<file path="config.mk">
export PLATFORM = sky130hd
export DESIGN_NAME = cjd_jump_decoder
export DESIGN_NICKNAME = d
export VERILOG_FILES = /design/src/include/cjd_pkg.sv /design/src/logic/cjd_fb_select.sv /design/src/logic/cjd_rel_target.sv /design/src/logic/cjd_jump_decoder.sv
export SDC_FILE = /design/constraint.sdc
export NUM_CORES = 1
export LEC_CHECK = 0
export BUFFER_PORTS_ARGS = -buffer_cell sky130_fd_sc_hd__buf_4
export CAP_MARGIN = 40
export CORE_ASPECT_RATIO = 0.6
export CORE_MARGIN = 1.5
export CORE_UTILIZATION = 37
export CTS_CLUSTER_DIAMETER = 120
export CTS_CLUSTER_SIZE = 16
export DETAILED_ROUTE_END_ITERATION = 8
export GPL_TIMING_DRIVEN = 0
export SLEW_MARGIN = 20
export SYNTH_ARGS = -nofsm -noshare
export SYNTH_HDL_FRONTEND = slang
export SYNTH_SLANG_ARGS = --single-unit
</file>
<file path="constraint.sdc">
create_clock -name clk -period 8.1 [get_ports clk]
set_input_delay 1.62 -clock clk [delete_from_list [all_inputs] [get_ports clk]]
set_output_delay 1.62 -clock clk [all_outputs]
set_load 0.02 [all_outputs]
</file>
<file path="src/include/cjd_pkg.sv">
// package of constants, types and decode helper for the conditional jump decoder
// Functional notes
// - opcode 001000 is control-bit relative jump
// - control-bit match loads relative target
// - offset is 5-bit two's complement
// - relative target is instruction address plus offset
// - pick 0000..1111 selects control bit 0..15
// - tested bit from executing core's control word
// - condition true when bit equals level select
// - opcode 001110 with tail 0100 is feedback far
// - feedback far match loads jump register address
// - choice bit selects one jump target register
// - picks 0..9: high-side drain/source pairs
// - picks 10..15: low-side one to six drain
// - opcode 001010 is feedback relative jump
// - feedback relative match branches by offset
package cjd_pkg;

    // instruction field positions
    localparam int OPC_HI     = 15;
    localparam int OPC_LO     = 10;
    localparam int CR_POL_BIT = 9;
    localparam int CR_PICK_HI = 8;
    localparam int CR_PICK_LO = 5;
    localparam int FB_PICK_HI = 9;
    localparam int FB_PICK_LO = 6;
    localparam int FB_POL_BIT = 5;
    localparam int JREG_BIT   = 4;
    localparam int OFF_HI     = 4;
    localparam int OFF_LO     = 0;
    localparam int TAIL_HI    = 3;
    localparam int TAIL_LO    = 0;
    localparam int OFF_W      = 5;

    // opcode values
    localparam logic [5:0] OPC_CR_REL  = 6'h08;
    localparam logic [5:0] OPC_FB_ABS  = 6'h0E;
    localparam logic [5:0] OPC_FB_REL  = 6'h0A;
    localparam logic [3:0] FB_ABS_TAIL = 4'h4;

    // register port widths and offsets
    localparam int          ADDR_W      = 10;
    localparam int          DATA_W      = 16;
    localparam int          NUM_CORES   = 4;
    localparam int          NUM_JREGS   = 2;
    localparam logic [9:0]  ADDR_CTRL_0 = 10'h101;
    localparam logic [9:0]  ADDR_CTRL_1 = 10'h102;
    localparam logic [9:0]  ADDR_CTRL_2 = 10'h121;
    localparam logic [9:0]  ADDR_CTRL_3 = 10'h122;
    localparam logic [9:0]  ADDR_JTGT_0 = 10'h140;
    localparam logic [9:0]  ADDR_JTGT_1 = 10'h141;
    localparam logic [9:0]  ADDR_STATUS = 10'h142;

    // reset values
    localparam logic [15:0] CTRL_RST = 16'h0000;
    localparam logic [15:0] JTGT_RST = 16'h0000;
    localparam logic [15:0] PC_RST   = 16'h0000;

    // which of the handled jumps an instruction word is
    typedef enum logic [1:0] {
        KIND_NONE,
        KIND_CR_REL,
        KIND_FB_ABS,
        KIND_FB_REL
    } cjd_kind_t;

    // opcode decode, shared by the datapath and its checks
    function automatic cjd_kind_t cjd_decode(input logic [15:0] word);
        cjd_kind_t k;
        k = KIND_NONE;
        if (word[OPC_HI:OPC_LO] == OPC_CR_REL) begin
            k = KIND_CR_REL;
        end else if (word[OPC_HI:OPC_LO] == OPC_FB_ABS
                     && word[TAIL_HI:TAIL_LO] == FB_ABS_TAIL) begin
            k = KIND_FB_ABS;
        end else if (word[OPC_HI:OPC_LO] == OPC_FB_REL) begin
            k = KIND_FB_REL;
        end
        return k;
    endfunction

endpackage

</file>
<file path="src/logic/cjd_fb_select.sv">
// feedback pick multiplexer for the pre-driver feedback signals
`timescale 1ns/1ns
module cjd_fb_select (
    input  wire logic [4:0] hs_drain_fb,   // high-side drain-source feedbacks 1..5
    input  wire logic [4:0] hs_source_fb,  // high-side source-voltage feedbacks 1..5
    input  wire logic [5:0] ls_drain_fb,   // low-side drain-source feedbacks 1..6
    input  wire logic [3:0] feedback_pick, // pick code from the instruction
    output logic            fb_bit         // selected feedback level
);
    import cjd_pkg::*;

    logic [15:0] fb_vec; // feedbacks in pick-code order

    // even codes drain, odd codes source of the same high-side driver
    for (genvar i = 0; i < 5; i++) begin : g_hs
        assign fb_vec[2*i]   = hs_drain_fb[i];
        assign fb_vec[2*i+1] = hs_source_fb[i];
    end

    // low-side drivers follow in order after the high-side pairs
    for (genvar j = 0; j < 6; j++) begin : g_ls
        assign fb_vec[10+j] = ls_drain_fb[j];
    end

    assign fb_bit = fb_vec[feedback_pick];
endmodule // cjd_fb_select

</file>
<file path="src/logic/cjd_rel_target.sv">
// relative branch target adder
`timescale 1ns/1ns
module cjd_rel_target #(
    parameter int PC_W = 10
) (
    input  wire logic [PC_W-1:0] inst_addr, // address of the jump itself
    input  wire logic [4:0]      offset,    // signed relative offset
    output logic      [PC_W-1:0] target     // computed destination
);
    import cjd_pkg::*;

    // the sign extension needs a target at least as wide as the offset field
    if (PC_W < OFF_W) begin : g_bad_pc_w
        $error("PC_W must not be narrower than the offset");
    end

    logic [PC_W-1:0] off_ext; // sign-extended offset

    // sign bit is the msb of the offset field, range -16..15
    assign off_ext = {{(PC_W-OFF_W){offset[OFF_W-1]}}, offset};
    // wraps modulo code space, matching a plain address counter
    assign target  = inst_addr + off_ext;
endmodule // cjd_rel_target

</file>
<file path="src/logic/cjd_jump_decoder.sv">
// conditional jump decoder: control-bit and feedback conditional branches
//
// Our own choices: the register addresses and the plain strobed port.
`timescale 1ns/1ns
module cjd_jump_decoder #(
    parameter int PC_W = 10 // code memory address width
) (
    input  wire logic                       clk,
    input  wire logic                       rst_n,
    input  wire logic [cjd_pkg::ADDR_W-1:0] addr,
    input  wire logic [cjd_pkg::DATA_W-1:0] wdata,
    input  wire logic                       wr,
    input  wire logic                       rd,
    output logic      [cjd_pkg::DATA_W-1:0] rdata,
    input  wire logic [1:0]                 core_id,
    input  wire logic [15:0]                instr,
    input  wire logic                       instr_valid,
    input  wire logic [4:0]                 hs_drain_fb,
    input  wire logic [4:0]                 hs_source_fb,
    input  wire logic [5:0]                 ls_drain_fb,
    output logic      [PC_W-1:0]            program_counter,
    output logic                            jump_taken,
    output logic                            cond_jump_seen
);
    import cjd_pkg::*;

    // refuse widths the relative adder and data port cannot serve
    if (PC_W < OFF_W || PC_W > DATA_W) begin : g_bad_pc_w
        $error("PC_W must lie between the offset width and the data width");
    end

    // control words and jump targets live beside the counter, so one register
    // process holds everything and a read never sees a half update
    // whole state of the block
    typedef struct packed {
        logic [NUM_CORES-1:0][15:0] ctrl;  // control words of the cores
        logic [NUM_JREGS-1:0][15:0] jtgt;  // jump target set
        logic [PC_W-1:0]            pc;    // program counter
        logic                       taken; // last instruction branched
        logic                       seen;  // last instruction was a handled jump
        cjd_kind_t                  kind;  // kind of last instruction
        logic [DATA_W-1:0]          rdata; // read answer
    } cjd_state_t;

    // decode helpers are combinational and read registered state plus instr, core_id and the feedbacks
    cjd_state_t      s_q;       // registered state
    cjd_state_t      s_d;       // next state
    logic [1:0]      rst_sync;  // reset release synchroniser
    logic            rst_int_n; // synchronised reset
    cjd_kind_t       kind;      // decode of the current word
    logic [15:0]     own_ctrl;  // control word of the executing core
    logic            ctrl_bit;  // picked control bit
    logic            fb_bit;    // picked feedback bit
    logic            cond_ok;   // condition of a handled jump holds
    logic [PC_W-1:0] rel_tgt;   // relative destination
    logic [PC_W-1:0] abs_tgt;   // absolute destination

    // reset is asserted at once but released only after two clean edges
    always_ff @(posedge clk or negedge rst_n) begin
        if (!rst_n) begin
            rst_sync <= 2'h0;
        end else begin
            rst_sync <= {rst_sync[0], 1'b1};
        end
    end
    assign rst_int_n = rst_sync[1];

    // condition sources and destination adder
    cjd_fb_select u_fb (
        .hs_drain_fb   (hs_drain_fb),
        .hs_source_fb  (hs_source_fb),
        .ls_drain_fb   (ls_drain_fb),
        .feedback_pick (instr[FB_PICK_HI:FB_PICK_LO]),
        .fb_bit        (fb_bit)
    );

    // the adder works from the counter as it stands, which is the address
    // of the jump being judged; the fetch has not moved on yet
    cjd_rel_target #(.PC_W(PC_W)) u_rel (
        .inst_addr (s_q.pc),
        .offset    (instr[OFF_HI:OFF_LO]),
        .target    (rel_tgt)
    );

    // decode and condition evaluation
    always_comb begin
        kind     = cjd_decode(instr);
        own_ctrl = s_q.ctrl[core_id];
        ctrl_bit = own_ctrl[instr[CR_PICK_HI:CR_PICK_LO]];
        abs_tgt  = s_q.jtgt[instr[JREG_BIT]][PC_W-1:0];
        // only the word's own kind decides which test counts; an unhandled
        // word never reports a condition
        unique case (kind)
            KIND_CR_REL: cond_ok = (ctrl_bit == instr[CR_POL_BIT]);
            KIND_FB_ABS: cond_ok = (fb_bit == instr[FB_POL_BIT]);
            KIND_FB_REL: cond_ok = (fb_bit == instr[FB_POL_BIT]);
            KIND_NONE:   cond_ok = 1'b0;
        endcase
    end

    // next-state: program counter, register writes and read answer
    always_comb begin
        s_d       = s_q;
        s_d.rdata = '0; // read data stand only in the cycle after a read
        // flags and counter move only when a word is executed, so they stand
        // until the next instruction
        if (instr_valid) begin
            s_d.kind  = kind;
            s_d.seen  = (kind != KIND_NONE);
            s_d.taken = cond_ok;
            if (cond_ok && kind == KIND_FB_ABS) begin
                s_d.pc = abs_tgt;
            end else if (cond_ok && kind == KIND_CR_REL) begin
                s_d.pc = rel_tgt;
            end else if (cond_ok && kind == KIND_FB_REL) begin
                s_d.pc = rel_tgt;
            end else begin
                // untaken or unhandled word just falls through
                s_d.pc = s_q.pc + PC_W'(1);
            end
        end
        // write side; instruction above sees the old control word
        // the status word is read-only so a stray write cannot fake a branch
        if (wr) begin
            unique case (addr)
                ADDR_CTRL_0: s_d.ctrl[0] = wdata;
                ADDR_CTRL_1: s_d.ctrl[1] = wdata;
                ADDR_CTRL_2: s_d.ctrl[2] = wdata;
                ADDR_CTRL_3: s_d.ctrl[3] = wdata;
                ADDR_JTGT_0: s_d.jtgt[0] = wdata;
                ADDR_JTGT_1: s_d.jtgt[1] = wdata;
                default:     ; // unmapped or read-only: ignored
            endcase
        end
        // read side; unmapped addresses answer zero
        if (rd) begin
            unique case (addr)
                ADDR_CTRL_0: s_d.rdata = s_q.ctrl[0];
                ADDR_CTRL_1: s_d.rdata = s_q.ctrl[1];
                ADDR_CTRL_2: s_d.rdata = s_q.ctrl[2];
                ADDR_CTRL_3: s_d.rdata = s_q.ctrl[3];
                ADDR_JTGT_0: s_d.rdata = s_q.jtgt[0];
                ADDR_JTGT_1: s_d.rdata = s_q.jtgt[1];
                ADDR_STATUS: s_d.rdata = DATA_W'({s_q.taken, s_q.seen, s_q.kind, s_q.pc});
                default:     s_d.rdata = '0;
            endcase
        end
    end

    // reset clears the control words and jump targets as well; software
    // must load them again before running code that tests them
    // state register
    always_ff @(posedge clk or negedge rst_int_n) begin
        if (!rst_int_n) begin
            s_q.ctrl  <= {NUM_CORES{CTRL_RST}};
            s_q.jtgt  <= {NUM_JREGS{JTGT_RST}};
            s_q.pc    <= PC_RST[PC_W-1:0];
            s_q.taken <= 1'b0;
            s_q.seen  <= 1'b0;
            s_q.kind  <= KIND_NONE;
            s_q.rdata <= '0;
        end else begin
            s_q <= s_d;
        end
    end

    // outputs straight from flops
    assign rdata           = s_q.rdata;
    assign program_counter = s_q.pc;
    assign jump_taken      = s_q.taken;
    assign cond_jump_seen  = s_q.seen;
endmodule // cjd_jump_decoder

</file>
==> metrics.md <==
| Metric | Value |
|---|---|
| Outcome | `finished clean` |
| WS Path Type | `in2reg` |
| Normalized max-slew margin | `41.2%` |
| CORE AREA | `19400 µm²` |
| Worst Tran Pin Value | `0.871 ns` |
| Yosys top cell by area | `dfrtp_1` |
| Drt first pass iters | `5` |
| Die Span X | `186 µm` |
| Met1 usage in global routing | `34.6%` |
| Pins Over Slew Limit | `0` |
| CTS sink cnt | `128` |
| Final worst path period share | `52.6%` |
| I/O pin count | `93` |
| Setup Skew | `0.00668 ns` |
| PortBufs | `86` |
| Startpoint Class | `input port` |
| Starting density of the core | `38.4%` |
| Routability cong. | `0.932` |
| Post-CTS sizing | `0` |
| Reg2reg start | `s_q[77]` |
| Worst Setup End Kind | `flop` |
| Clk slew on worst S/H paths | `0.06 ns` |
| Row count | `39` |
| CTS Buf Count | `17` |
| Required time worst endpoint | `8.41 ns` |
| Final HPWL DP | `17200 µm` |
| Final Hold Viols | `0` |
| CTS root buf | `clkbuf_16` |
| Pwr Density | `212 nW/µm²` |
| Most frequent cells in the layout | `dfrtp_1, buf_4, mux2_2` |
| CP Data Arrival Time | `4.57 ns` |
| GRT overflow | `0` |
| Leak | `4.30 nW` |
| GR Util met2 | `31.0%` |
| Via density | `5.77` |
| DRT antenna net count | `0` |
| Register area share after synthesis | `43.1%` |
| Syn Inst Count | `628` |
| Busiest grt layer | `met1` |
| First-pass GRT wire length | `34900 µm` |
| Total track usage | `22.5%` |
| Hold-fix buffers, CTS | `0` |
| Die Y | `113 µm` |
| EDFF count, synth | `0` |
| Syn Area/Cell | `11.8 µm²` |
| Area growth from synthesis to layout | `23.6%` |
| H-tree depth | `4` |
| Post-synthesis compound-gate area fraction | `10.7%` |
| Layout net count | `815` |
| Post-Synth Adder-Cell Area | `1.95%` |
| Maximum resistive drop on vdd | `142 µV` |
| Share of layout cells above drive strength 1 | `41.9%` |
| XOR/XNOR Fraction of Synth Area | `1.41%` |
| Vias in the first global route | `5895` |
| Endpoints failing setup | `0` |
| Number of DRC markers in iteration 0 | `420` |
| Max Clock Freq | `235 MHz` |
| Period minus WS final | `4.26 ns` |
| Routed len/inst | `22.4 µm` |
| DP Worst Slack | `3.44 ns` |
| Total die area | `21000 µm²` |
| TNS Setup | `0 ns` |
| Largest family of logic cells by synthesized area | `multiplexers` |
| HP Class | `reg2async` |
| Worst-Skew Late Latency | `0.41 ns` |
| Initial antenna violation count | `0` |
| Critical R2R Capture | `program_counter[1]` |
| Cell area after synthesis | `7440 µm²` |
| Clk buf depth | `2` |
| # Post-CTS Setup Buffers | `0` |
| Final wirelength | `22800 µm` |
| R2R Setup Slk | `5.02 ns` |
| Remaining DRCs | `0` |
| CTS tree | `done` |
| Main synth FF type | `dfrtp_1` |
| Met3 Use GR | `5.89%` |
| Yosys synthesis warning count | `0` |
| Post-synthesis mux area share | `27.3%` |
| #FFs+latches synth | `128` |
| Inserted Diodes | `0` |
| Via total after detailed routing | `5875` |
| RSZ-0062 raised after global routing | `no` |
| Largest fanout on the critical path | `9` |
| Max_cap viols | `0` |
| Net count after synthesis | `704` |
| Post-Synth Simple-Gate Area | `10.4%` |
| Async set or reset register ratio after synthesis | `100%` |
| Dominant cells by area after synthesis | `dfrtp_1, mux2_2, mux2i_1` |
| Cell variety after synth | `70` |
| Setup ws final | `3.84 ns` |
| Largest net degree at the start of global routing | `56` |
| Worst R2R Path Depth | `8` |
| Commonest non-fill, non-tap cell in the layout | `dfrtp_1` |
| Area share of the largest cell type after synthesis | `43.1%` |
## metal layers
metal / vias up / wire length, µm
met1: 3007 / 11200
met5: - / 0
met2: 269 / 9460
met3: 26 / 1930
met4: 0 / 217
li1: 2573 / -
## state kept, by name, summed over array words and instances, names as in the netlist
signal and cells:
rst_sync 2, rdata 16, program_counter 10, jump_taken 1
cond_jump_seen 1, s_q 98
## stage by stage
step | instances | utilization (%) | area, µm² | hold WS, ns | power [mW]
after global routing | 1018 | 47.5 | 9200 | 0.234 | 2.03
final | 1018 | 47.5 | 9200 | 0.204 | 1.95
after CTS | 1017 | 47.4 | 9190 | 0.217 | 1.96
after floorplan | 628 | - | 7440 | 0.331 | 0.955
after global placement | 980 | 43.5 | 8420 | 0.338 | 1.08
after detailed placement | 985 | 44.0 | 8510 | 0.214 | 1.09
## cells in the mapped netlist, types with 6 or more instances
cell,number
buf_2,6
clkbuf_1,17
nor2_1,29
xor2_1,6
dfrtp_1,128
nand2_1,27
mux4_2,11
and2_1,7
and3_1,8
a22oi_1,7
nand2b_1,6
a211oi_1,6
o22ai_1,11
o21ai_0,11
a221oi_1,11
nand3_1,12
mux2i_1,37
nor2b_1,11
mux2_4,10
ha_1,10
xnor2_1,6
a21oi_1,8
buf_4,29
a31oi_1,6
o211ai_1,6
mux2_2,112
nor3_1,8
## layout make-up
class	count	area (µm²)
fillers	1779	10200
multi-input cells	435	3870
flip-flops and latches	128	3210
repair buffers	92	733
clock buffers	20	467
plain buffers	59	362
well taps	266	333
clock inverters	12	204
inverters	6	22.5
## power breakdown
part / leakage, nW / internal [mW] / switching, mW / total, mW
registers: 1.75 / 0.664 / 0.0485 / 0.712
logic: 2.23 / 0.180 / 0.191 / 0.371
clock network: 0.319 / 0.573 / 0.298 / 0.871
## cells by family after synthesis
group,Yosys count
mux,170
simple gates,136
flops,128
compound gates,105
buf+inv,65
xor+xnor,12
fa+ha+maj,11
other cells,1
## worst max-delay path, stage by stage
cell	delay, ns
buf_1	0.41
nand2b_1	0.18
o41ai_1	0.85
nor4_2	0.16
or3_1	0.47
nand4_4	0.18
nand3_1	0.34
o21ai_0	0.35
## worst max path at each step
stage / startpoint / end / slack [ns] / depth (start not counted)
final: instr[8] / program_counter[1] / 3.84 / 8
after global routing: instr[5] / program_counter[1] / 3.73 / 10
after floorplan: addr[3] / s_q[106] / 4.13 / 7
after CTS: addr[3] / s_q[53] / 3.89 / 7
after detailed placement: addr[3] / s_q[90] / 3.44 / 8
after global placement: rst_sync[1] / rdata[13] / 2.94 / 0
Note: power is estimated with default switching activity, not from simulation.
